### config.mk
export PLATFORM = sky130hd
export DESIGN_NAME = fijs_host_fault_shim
export DESIGN_NICKNAME = d
export VERILOG_FILES = /design/src/logic/fijs_pkg.sv /design/src/logic/fijs_sync.sv /design/src/logic/fijs_host_fault_shim.sv
export SDC_FILE = /design/constraint.sdc
export NUM_CORES = 1
export LEC_CHECK = 0
export BUFFER_PORTS_ARGS = -buffer_cell sky130_fd_sc_hd__buf_2
export CAP_MARGIN = 20
export CORE_ASPECT_RATIO = 1.5
export CORE_MARGIN = 5
export CORE_UTILIZATION = 45
export CTS_CLUSTER_SIZE = 14
export DETAILED_ROUTE_END_ITERATION = 12
export HOLD_SLACK_MARGIN = 0.12
export PLACE_DENSITY_LB_ADDON = 0.2
export SYNTH_ARGS = -nofsm -noshare
export SYNTH_HDL_FRONTEND = slang
export SYNTH_HIERARCHICAL = 1
export SYNTH_SLANG_ARGS = --single-unit
### constraint.sdc
create_clock -name aclk -period 2 [get_ports aclk]
set_input_delay 0.1 -clock aclk [delete_from_list [all_inputs] [get_ports aclk]]
set_output_delay 0.1 -clock aclk [all_outputs]
set_load 0.05 [all_outputs]
### src/logic/fijs_pkg.sv
package fijs_pkg;

   // ----------------------------------------------------------------
   // register map
   // ----------------------------------------------------------------
   localparam logic [7:0] FIJS_OFS_CTRL = 8'h00;
   localparam logic [7:0] FIJS_OFS_STATUS = 8'h04;
   localparam logic [7:0] FIJS_OFS_MASK = 8'h08;
   localparam logic [7:0] FIJS_OFS_PROBE = 8'h0c;
   localparam logic [7:0] FIJS_OFS_ADDR_LO = 8'h10;
   localparam logic [7:0] FIJS_OFS_ADDR_HI = 8'h14;

   localparam logic [31:0] FIJS_CTRL_RST = 32'h0000_0000;
   localparam logic [31:0] FIJS_MASK_RST = 32'h0000_0000;
   localparam logic [31:0] FIJS_STATUS_RST = 32'h0000_0000;

   // status and mask bit positions
   localparam int FIJS_EV_INSERT = 0;
   localparam int FIJS_EV_BADPULSE = 1;
   localparam int FIJS_EV_W = 2;

   // ----------------------------------------------------------------
   // probe layout
   // ----------------------------------------------------------------
   localparam int FIJS_PIN_W = 9;
   localparam int FIJS_POUT_W = 41;
   localparam int FIJS_NEW_PIN_W = 8;
   localparam int FIJS_OLD_PIN_W = 9;
   localparam int FIJS_NEW_POUT_W = 41;
   localparam int FIJS_OLD_POUT_W = 37;
   localparam int FIJS_NEW_STRB_BIT = 40;
   localparam int FIJS_OLD_STRB_BIT = 36;
   localparam int FIJS_NEW_ADDR_W = 40;
   localparam int FIJS_OLD_ADDR_W = 36;
   localparam int FIJS_RSVD_BIT = 8;
   localparam int FIJS_HB_BIT = 7;
   localparam int FIJS_UNC_BIT = 6;
   localparam int FIJS_CRIT_BIT = 5;
   localparam int FIJS_INJ_BIT = 4;
   localparam int FIJS_NEW_CLS_BIT = 3;
   localparam int FIJS_OLD_CLS_BIT = 2;
   localparam int FIJS_OBS_BIT = 1;
   localparam int FIJS_INIT_BIT = 0;

   // host pulse length in clock cycles
   localparam logic [2:0] FIJS_PULSE_CYC = 3'h3;

   localparam logic [1:0] FIJS_RESP_OKAY = 2'h0;
   localparam logic [1:0] FIJS_RESP_SLVERR = 2'h2;

   // ----------------------------------------------------------------
   // carriers
   // ----------------------------------------------------------------
   typedef struct packed {
      logic heartbeat;
      logic uncorrectable;
      logic critical;
      logic insertion;
      logic classification;
      logic observation;
      logic initialization;
   } fijs_flags_t;

   typedef struct packed {
      logic [28:0] rsvd;
      logic retrieval;
      logic older;
      logic jtag;
   } fijs_ctrl_t;

endpackage

### src/logic/fijs_sync.sv
`timescale 1ns/1ps
module fijs_sync #(
   parameter int W = 1
) (
   // clock and reset
   input wire logic aclk,
   input wire logic aresetn,
   // data
   input wire logic [W-1:0] d,
   output logic [W-1:0] q
);
   logic [W-1:0] meta_r;

   always_ff @(posedge aclk)
   begin
      if (!aresetn)
      begin
         meta_r <= '0;
         q <= '0;
      end
      else
      begin
         meta_r <= d;
         q <= meta_r;
      end
   end
endmodule

### src/logic/fijs_host_fault_shim.sv
`timescale 1ns/1ps
// Notes on behaviour
// - two insertion sources: pins or debug probe
// - spi flash retrieval shim only when needed
// - newer: 8-bit input, 41-bit output probe
// - older: 9-bit input, bit8 low, 37-bit output
module fijs_host_fault_shim #(
   parameter int AW = 8
) (
   // clock and reset
   input wire logic aclk,
   input wire logic aresetn,
   // axi4-lite slave
   input wire logic [AW-1:0] s_axi_awaddr,
   input wire logic s_axi_awvalid,
   output logic s_axi_awready,
   input wire logic [31:0] s_axi_wdata,
   input wire logic [3:0] s_axi_wstrb,
   input wire logic s_axi_wvalid,
   output logic s_axi_wready,
   output logic [1:0] s_axi_bresp,
   output logic s_axi_bvalid,
   input wire logic s_axi_bready,
   input wire logic [AW-1:0] s_axi_araddr,
   input wire logic s_axi_arvalid,
   output logic s_axi_arready,
   output logic [31:0] s_axi_rdata,
   output logic [1:0] s_axi_rresp,
   output logic s_axi_rvalid,
   input wire logic s_axi_rready,
   // controller status flags
   input wire fijs_pkg::fijs_flags_t ctl_flags,
   // physical insertion pins
   input wire logic pin_inject_strobe,
   input wire logic [fijs_pkg::FIJS_NEW_ADDR_W-1:0] pin_inject_address,
   // debug core probes
   input wire logic [fijs_pkg::FIJS_POUT_W-1:0] probe_out,
   output logic [fijs_pkg::FIJS_PIN_W-1:0] probe_in,
   // controller insertion interface
   output logic inject_strobe,
   output logic [fijs_pkg::FIJS_NEW_ADDR_W-1:0] inject_address,
   // retrieval shim enable and interrupt
   output logic retrieval_shim_en,
   output logic irq
);
   import fijs_pkg::*;

   function automatic logic [31:0] strb_mask(input logic [3:0] s);
      strb_mask = {{8{s[3]}}, {8{s[2]}}, {8{s[1]}}, {8{s[0]}}};
   endfunction

   function automatic logic [FIJS_PIN_W-1:0] pack_probe(input fijs_flags_t f,
                                                         input logic older);
      logic [FIJS_PIN_W-1:0] p;
      p = '0;
      p[FIJS_HB_BIT] = f.heartbeat;
      p[FIJS_UNC_BIT] = f.uncorrectable;
      p[FIJS_CRIT_BIT] = f.critical;
      p[FIJS_INJ_BIT] = f.insertion;
      if (older)
         p[FIJS_OLD_CLS_BIT] = f.classification;
      else
         p[FIJS_NEW_CLS_BIT] = f.classification;
      p[FIJS_OBS_BIT] = f.observation;
      p[FIJS_INIT_BIT] = f.initialization;
      p[FIJS_RSVD_BIT] = 1'b0;
      pack_probe = p;
   endfunction

   // ----------------------------------------------------------------
   // registers
   // ----------------------------------------------------------------
   fijs_ctrl_t ctrl_r;
   logic [FIJS_EV_W-1:0] status_r, mask_r, ev_set, st_clr;
   logic aw_got_r, w_got_r, wr_fire;
   logic [AW-1:0] awaddr_r;
   logic [31:0] wdata_r, wmask_r, rd_val;
   logic [FIJS_NEW_ADDR_W-1:0] last_addr_r;

   assign wr_fire = aw_got_r && w_got_r && !s_axi_bvalid;

   always_ff @(posedge aclk)
   begin
      if (!aresetn)
      begin
         s_axi_awready <= 1'b0;
         aw_got_r <= 1'b0;
         awaddr_r <= '0;
      end
      else if (s_axi_awvalid && s_axi_awready)
      begin
         s_axi_awready <= 1'b0;
         aw_got_r <= 1'b1;
         awaddr_r <= s_axi_awaddr;
      end
      else if (s_axi_bvalid && s_axi_bready)
         aw_got_r <= 1'b0;
      else if (!aw_got_r && !s_axi_bvalid)
         s_axi_awready <= 1'b1;
   end

   always_ff @(posedge aclk)
   begin
      if (!aresetn)
      begin
         s_axi_wready <= 1'b0;
         w_got_r <= 1'b0;
         wdata_r <= '0;
         wmask_r <= '0;
      end
      else if (s_axi_wvalid && s_axi_wready)
      begin
         s_axi_wready <= 1'b0;
         w_got_r <= 1'b1;
         wdata_r <= s_axi_wdata;
         wmask_r <= strb_mask(s_axi_wstrb);
      end
      else if (s_axi_bvalid && s_axi_bready)
         w_got_r <= 1'b0;
      else if (!w_got_r && !s_axi_bvalid)
         s_axi_wready <= 1'b1;
   end

   // write response and register updates
   always_ff @(posedge aclk)
   begin
      if (!aresetn)
      begin
         s_axi_bvalid <= 1'b0;
         s_axi_bresp <= FIJS_RESP_OKAY;
         ctrl_r <= FIJS_CTRL_RST;
         mask_r <= FIJS_MASK_RST[FIJS_EV_W-1:0];
      end
      else if (wr_fire)
      begin
         s_axi_bvalid <= 1'b1;
         s_axi_bresp <= FIJS_RESP_OKAY;
         unique case (awaddr_r[7:0])
            FIJS_OFS_CTRL: ctrl_r <= (ctrl_r & ~wmask_r) | (wdata_r & wmask_r);
            FIJS_OFS_MASK: mask_r <= (mask_r & ~wmask_r[FIJS_EV_W-1:0])
                                     | (wdata_r[FIJS_EV_W-1:0] & wmask_r[FIJS_EV_W-1:0]);
            FIJS_OFS_STATUS, FIJS_OFS_PROBE, FIJS_OFS_ADDR_LO, FIJS_OFS_ADDR_HI: ;
            default: s_axi_bresp <= FIJS_RESP_SLVERR;
         endcase
      end
      else if (s_axi_bready)
         s_axi_bvalid <= 1'b0;
   end

   assign st_clr = (wr_fire && awaddr_r[7:0] == FIJS_OFS_STATUS)
                   ? (wdata_r[FIJS_EV_W-1:0] & wmask_r[FIJS_EV_W-1:0]) : '0;

   // sticky status, set wins over clear
   always_ff @(posedge aclk)
   begin
      if (!aresetn)
         status_r <= FIJS_STATUS_RST[FIJS_EV_W-1:0];
      else
         status_r <= (status_r & ~st_clr) | ev_set;
   end

   always_ff @(posedge aclk)
   begin
      if (!aresetn)
         irq <= 1'b0;
      else
         irq <= |(((status_r & ~st_clr) | ev_set) & mask_r);
   end

   // ----------------------------------------------------------------
   // read channel
   // ----------------------------------------------------------------
   always_comb
   begin
      rd_val = '0;
      unique case (s_axi_araddr[7:0])
         FIJS_OFS_CTRL: rd_val = ctrl_r;
         FIJS_OFS_STATUS: rd_val[FIJS_EV_W-1:0] = status_r;
         FIJS_OFS_MASK: rd_val[FIJS_EV_W-1:0] = mask_r;
         FIJS_OFS_PROBE: rd_val[FIJS_PIN_W-1:0] = probe_in;
         FIJS_OFS_ADDR_LO: rd_val = last_addr_r[31:0];
         FIJS_OFS_ADDR_HI: rd_val[FIJS_NEW_ADDR_W-33:0] = last_addr_r[FIJS_NEW_ADDR_W-1:32];
         default: rd_val = '0;
      endcase
   end

   always_ff @(posedge aclk)
   begin
      if (!aresetn)
      begin
         s_axi_arready <= 1'b0;
         s_axi_rvalid <= 1'b0;
         s_axi_rdata <= '0;
         s_axi_rresp <= FIJS_RESP_OKAY;
      end
      else if (s_axi_arvalid && s_axi_arready)
      begin
         s_axi_arready <= 1'b0;
         s_axi_rvalid <= 1'b1;
         s_axi_rdata <= rd_val;
         unique case (s_axi_araddr[7:0])
            FIJS_OFS_CTRL, FIJS_OFS_STATUS, FIJS_OFS_MASK, FIJS_OFS_PROBE,
            FIJS_OFS_ADDR_LO, FIJS_OFS_ADDR_HI: s_axi_rresp <= FIJS_RESP_OKAY;
            default: s_axi_rresp <= FIJS_RESP_SLVERR;
         endcase
      end
      else if (s_axi_rvalid && s_axi_rready)
         s_axi_rvalid <= 1'b0;
      else if (!s_axi_rvalid)
         s_axi_arready <= 1'b1;
   end

   // ----------------------------------------------------------------
   // insertion source select
   // ----------------------------------------------------------------
   logic pin_strb_s;
   logic [FIJS_NEW_ADDR_W-1:0] pin_addr_s, addr_sel;
   logic strb_sel, strb_d_r, sel_rise, bad_ev;
   logic [2:0] pw_cnt_r;

   fijs_sync #(.W(FIJS_NEW_ADDR_W + 1)) u_pin_sync (
      .aclk(aclk),
      .aresetn(aresetn),
      .d({pin_inject_strobe, pin_inject_address}),
      .q({pin_strb_s, pin_addr_s})
   );

   always_comb
   begin
      if (!ctrl_r.jtag)
      begin
         strb_sel = pin_strb_s;
         addr_sel = pin_addr_s;
      end
      else if (ctrl_r.older)
      begin
         strb_sel = probe_out[FIJS_OLD_STRB_BIT];
         addr_sel = {{(FIJS_NEW_ADDR_W - FIJS_OLD_ADDR_W){1'b0}},
                     probe_out[FIJS_OLD_ADDR_W-1:0]};
      end
      else
      begin
         strb_sel = probe_out[FIJS_NEW_STRB_BIT];
         addr_sel = probe_out[FIJS_NEW_ADDR_W-1:0];
      end
   end

   // long host pulse becomes one controller strobe
   assign sel_rise = strb_sel && !strb_d_r;
   assign bad_ev = !strb_sel && strb_d_r && ctrl_r.jtag && pw_cnt_r != FIJS_PULSE_CYC;
   assign ev_set = {bad_ev, sel_rise};

   always_ff @(posedge aclk)
   begin
      if (!aresetn)
      begin
         strb_d_r <= 1'b0;
         pw_cnt_r <= '0;
      end
      else
      begin
         strb_d_r <= strb_sel;
         if (sel_rise)
            pw_cnt_r <= 3'h1;
         else if (strb_sel && pw_cnt_r != 3'h7)
            pw_cnt_r <= pw_cnt_r + 3'h1;
      end
   end

   always_ff @(posedge aclk)
   begin
      if (!aresetn)
      begin
         inject_strobe <= 1'b0;
         inject_address <= '0;
         last_addr_r <= '0;
      end
      else
      begin
         inject_strobe <= sel_rise;
         if (sel_rise)
         begin
            inject_address <= addr_sel;
            last_addr_r <= addr_sel;
         end
      end
   end

   // ----------------------------------------------------------------
   // status probe and retrieval enable
   // ----------------------------------------------------------------
   always_ff @(posedge aclk)
   begin
      if (!aresetn)
      begin
         probe_in <= '0;
         retrieval_shim_en <= 1'b0;
      end
      else
      begin
         probe_in <= pack_probe(ctl_flags, ctrl_r.older);
         retrieval_shim_en <= ctrl_r.retrieval;
      end
   end
endmodule

==> implementation parameters <==
Parameter                              Value

Critical path
  Worst path max stage delay ... 0.36 ns
  CP max stage cell ... dfxtp_1
  Crit path required time ... 2.37 ns
  Register-to-register setup slack ... 0.24 ns
  Largest delay contributor family on the critical path ... simple AND/OR/NAND/NOR gates
  Sort of element at the start of the critical path ... flop
  Launch point of the worst reg-to-reg path ... aw_got_r$_SDFFE_PN0P_
  Buffers plus inverters on the worst setup path ... 1
  Launching element of the worst setup path ... aw_got_r$_SDFFE_PN0P_
  Worst Path Class, Setup ... reg -> reg
  Worst setup EP type ... flop
  Critical path data arrival time ... 2.13 ns
  Crit-path cells ... nor4bb_2 > and4b_1 > buf_4 > nand2_1 > mux2i_1
  Crit-path max FO ... 11
  Worst R2R Path Depth ... 5
  Instance count on the critical path ... 5

Route
  Detailed-router iteration count before antenna repair ... 5
  Final routed DRC violation total ... 0
  Vias per cell ... 4.87
  Initial drt markers ... 414
  Routed wire length ... 25,500 µm
  Drt wl/cell ... 16.0 µm
  DRT antenna net count ... 0
  Total via count in the routed design ... 7,751

STA
  Portion of the clock cycle consumed by the worst path in the final layout ... 88.1%
  Setup WS post-layout ... 0.239 ns
  Worst-Margin Slew ... 0.661 ns
  Final hold slack ... 0.150 ns
  Setup tns final ... 0 ns
  Timing-limited maximum frequency ... 0.568 GHz
  Final Setup Violations ... 0
  Max Slew Vio Count ... 0
  Hold violation total from the final report ... 0
  Clock Skews ... 0.00698 ns
  Minimum clock period after layout ... 1.76 ns
  Max_slew headroom ... 56.0%
  Unrepaired setup endpoints after global routing ... false

Logic synthesis
  Fraction of the yosys area taken by sequential cells ... 54.7%
  Synthesized area ... 0.00944 mm²
  Post-synthesis async set-or-reset flop share ... 0%
  Most used flip-flop cell after synthesis ... dfxtp_1
  Synth warnings ... 6
  Flip-flop and latch count after synthesis ... 258
  Distinct cell type count of the synthesized netlist ... 48
  Synthesized area per cell ... 9.96 µm²
  Post-synthesis cell count ... 948
  Number of enable-type register cells in the synthesized netlist ... 0

Global routing
  Maximum number of pins on one net before global-route repair ... 171
  Vias in the first global route ... 7,745
  Initial antenna violation count ... 0
  Grt met3 use ... 3.54%
  Met1 Resource Use GR ... 26.5%
  Total congestion overflow after global routing ... 0
  Met2 track demand over resource in global routing ... 34.0%
  Layer carrying the most global-route usage ... met2
  Wire length of the first global-routing pass ... 40,100 µm
  GRT Resource Usage Total ... 20.4%

Power and ir drop
  Lkg Pwr ... 0.00570 µW
  Largest voltage drop on the vdd net ... 0.759 mV
  Pwr dens ... 839 mW/mm²
  Final total power ... 11,000 µW

Cells and area
  Fraction of final layout cells with drive strength greater than 1 ... 30.4%
  Final nets ... 1,461
  Top library cells by usage in the layout, fill and taps aside ... dfxtp_1, buf_2, dlygate4sd3_1
  Leading cell type in the layout, fill and taps excluded ... dfxtp_1
  Synth-to-Final Area Change ... 39.1%
  Count of filler cells inserted in the layout ... 1,765

Clock network
  Clock insertion delay at the later pin of the skew report ... 0.50 ns
  H-tree levels ... 1
  Clock tree root buffer cell ... clkbuf_16
  Maximum buffer depth of the clock tree ... 3
  Clock Sinks ... 258
  Number of CTS-inserted buffers ... 24
  Clk slew on worst S/H paths ... 0.06 ns
  TritonCTS clock tree ... yes

Flow run
  MaxCap Viol Count ... 0

Placement
  Setup Slack @ Placement ... 0.184 ns
  Buffers on Ports ... 237
  Placer's final routability congestion estimate ... 0.798
  Half-perimeter wire length after placement ... 16,800 µm

Outcome
  Run status ... finished clean

Die
  CORE AREA ... 0.0208 mm²
  Number of primary I/O pins ... 241
  Die Outline Area ... 0.0240 mm²
  Floorplan row count ... 65
  Die Y ... 187 µm
  Width of the die ... 128 µm
  Starting density of the core ... 45.3%

Min path
  Min-Delay Path Class ... in -> reg
-- repair_timing --
item	in CTS	in global routing
hold endpoints to repair	142	0
hold buffers	147	0
resized for setup	0	1
buffers inserted	0	0
endpoints found under the setup margin	0	5
-- cells by family (layout without fill, tap and decap cells) --
logic type,count (synthesis),count (layout),synth area share [%]
simple gates,365,365,20.8
flops,258,258,54.7
compound gates,168,168,12.5
buf+inv,80,454,3.74
mux,73,73,7.87
fa+ha+maj,3,3,0.398
other cells,1,4,0.0397
-- worst register-to-register path: stages (launching register included) --
cell and delay [ns]:
dfxtp_1 0.36, nor4bb_2 0.33, and4b_1 0.23, buf_4 0.18, nand2_1 0.31, mux2i_1 0.22
-- where the power goes --
part,total [µW],switching (µW),internal [µW]
clock,4430,1840,2580
sequential,5440,113,5330
combinational,1160,636,520
total,11000,2590,8430
-- Yosys cell counts, types with 10 or more instances --
master | count | area (µm²)
and2_2 | 82 | 616
o21ai_0 | 11 | 55.1
clkbuf_1 | 40 | 150
a221o_1 | 21 | 210
nand3_1 | 16 | 80.1
a211oi_1 | 43 | 323
and2_1 | 10 | 62.6
inv_1 | 10 | 37.5
mux2i_1 | 72 | 721
a21oi_1 | 66 | 330
a221o_2 | 10 | 113
and3_1 | 25 | 156
nor2_1 | 55 | 206
dfxtp_1 | 258 | 5160
nand2_1 | 141 | 529
-- worst min-delay path by stage --
stage,from,depth (start not counted),end
finish,s_axi_arvalid,3,s_axi_rdata[0]$_SDFFE_PN0P_
global route,s_axi_arvalid,3,s_axi_rdata[0]$_SDFFE_PN0P_
CTS,s_axi_arvalid,3,s_axi_rdata[0]$_SDFFE_PN0P_
detailed placement,ctl_flags[6],2,probe_in[7]$_SDFF_PN0_
global placement,ctl_flags[6],2,probe_in[7]$_SDFF_PN0_
floorplan,ctl_flags[2],2,probe_in[3]$_SDFF_PP0_
-- metal layers --
layer / wire length, µm / share of wire (%)
met5: 0 / 0
met4: 771 / 3.0
met3: 1490 / 5.9
met2: 12200 / 48
met1: 11100 / 43
-- metrics by stage --
stage                     instances  cell area (µm²)  utilization, %
after floorplan                 950             9450               -
after global placement         1405            10900            52.3
after detailed placement       1405            10900            52.3
after CTS                      1592            13100            63.1
after global routing           1592            13100            63.1
final                          1593            13100            63.1
-- cell type report --
type                       count  area, µm²  area share (%)
timing repair buffer         403       2880            21.9
clock inverter                 6       58.8           0.448
clock buffer                  34        709            5.40
sequential                   258       5170            39.3
tap                          268        335            2.55
inverter                      11       42.5           0.324
multi-input combinational    612       3950            30.0
antenna                        1       2.50          0.0190
Power figures use the tool's default switching activity.
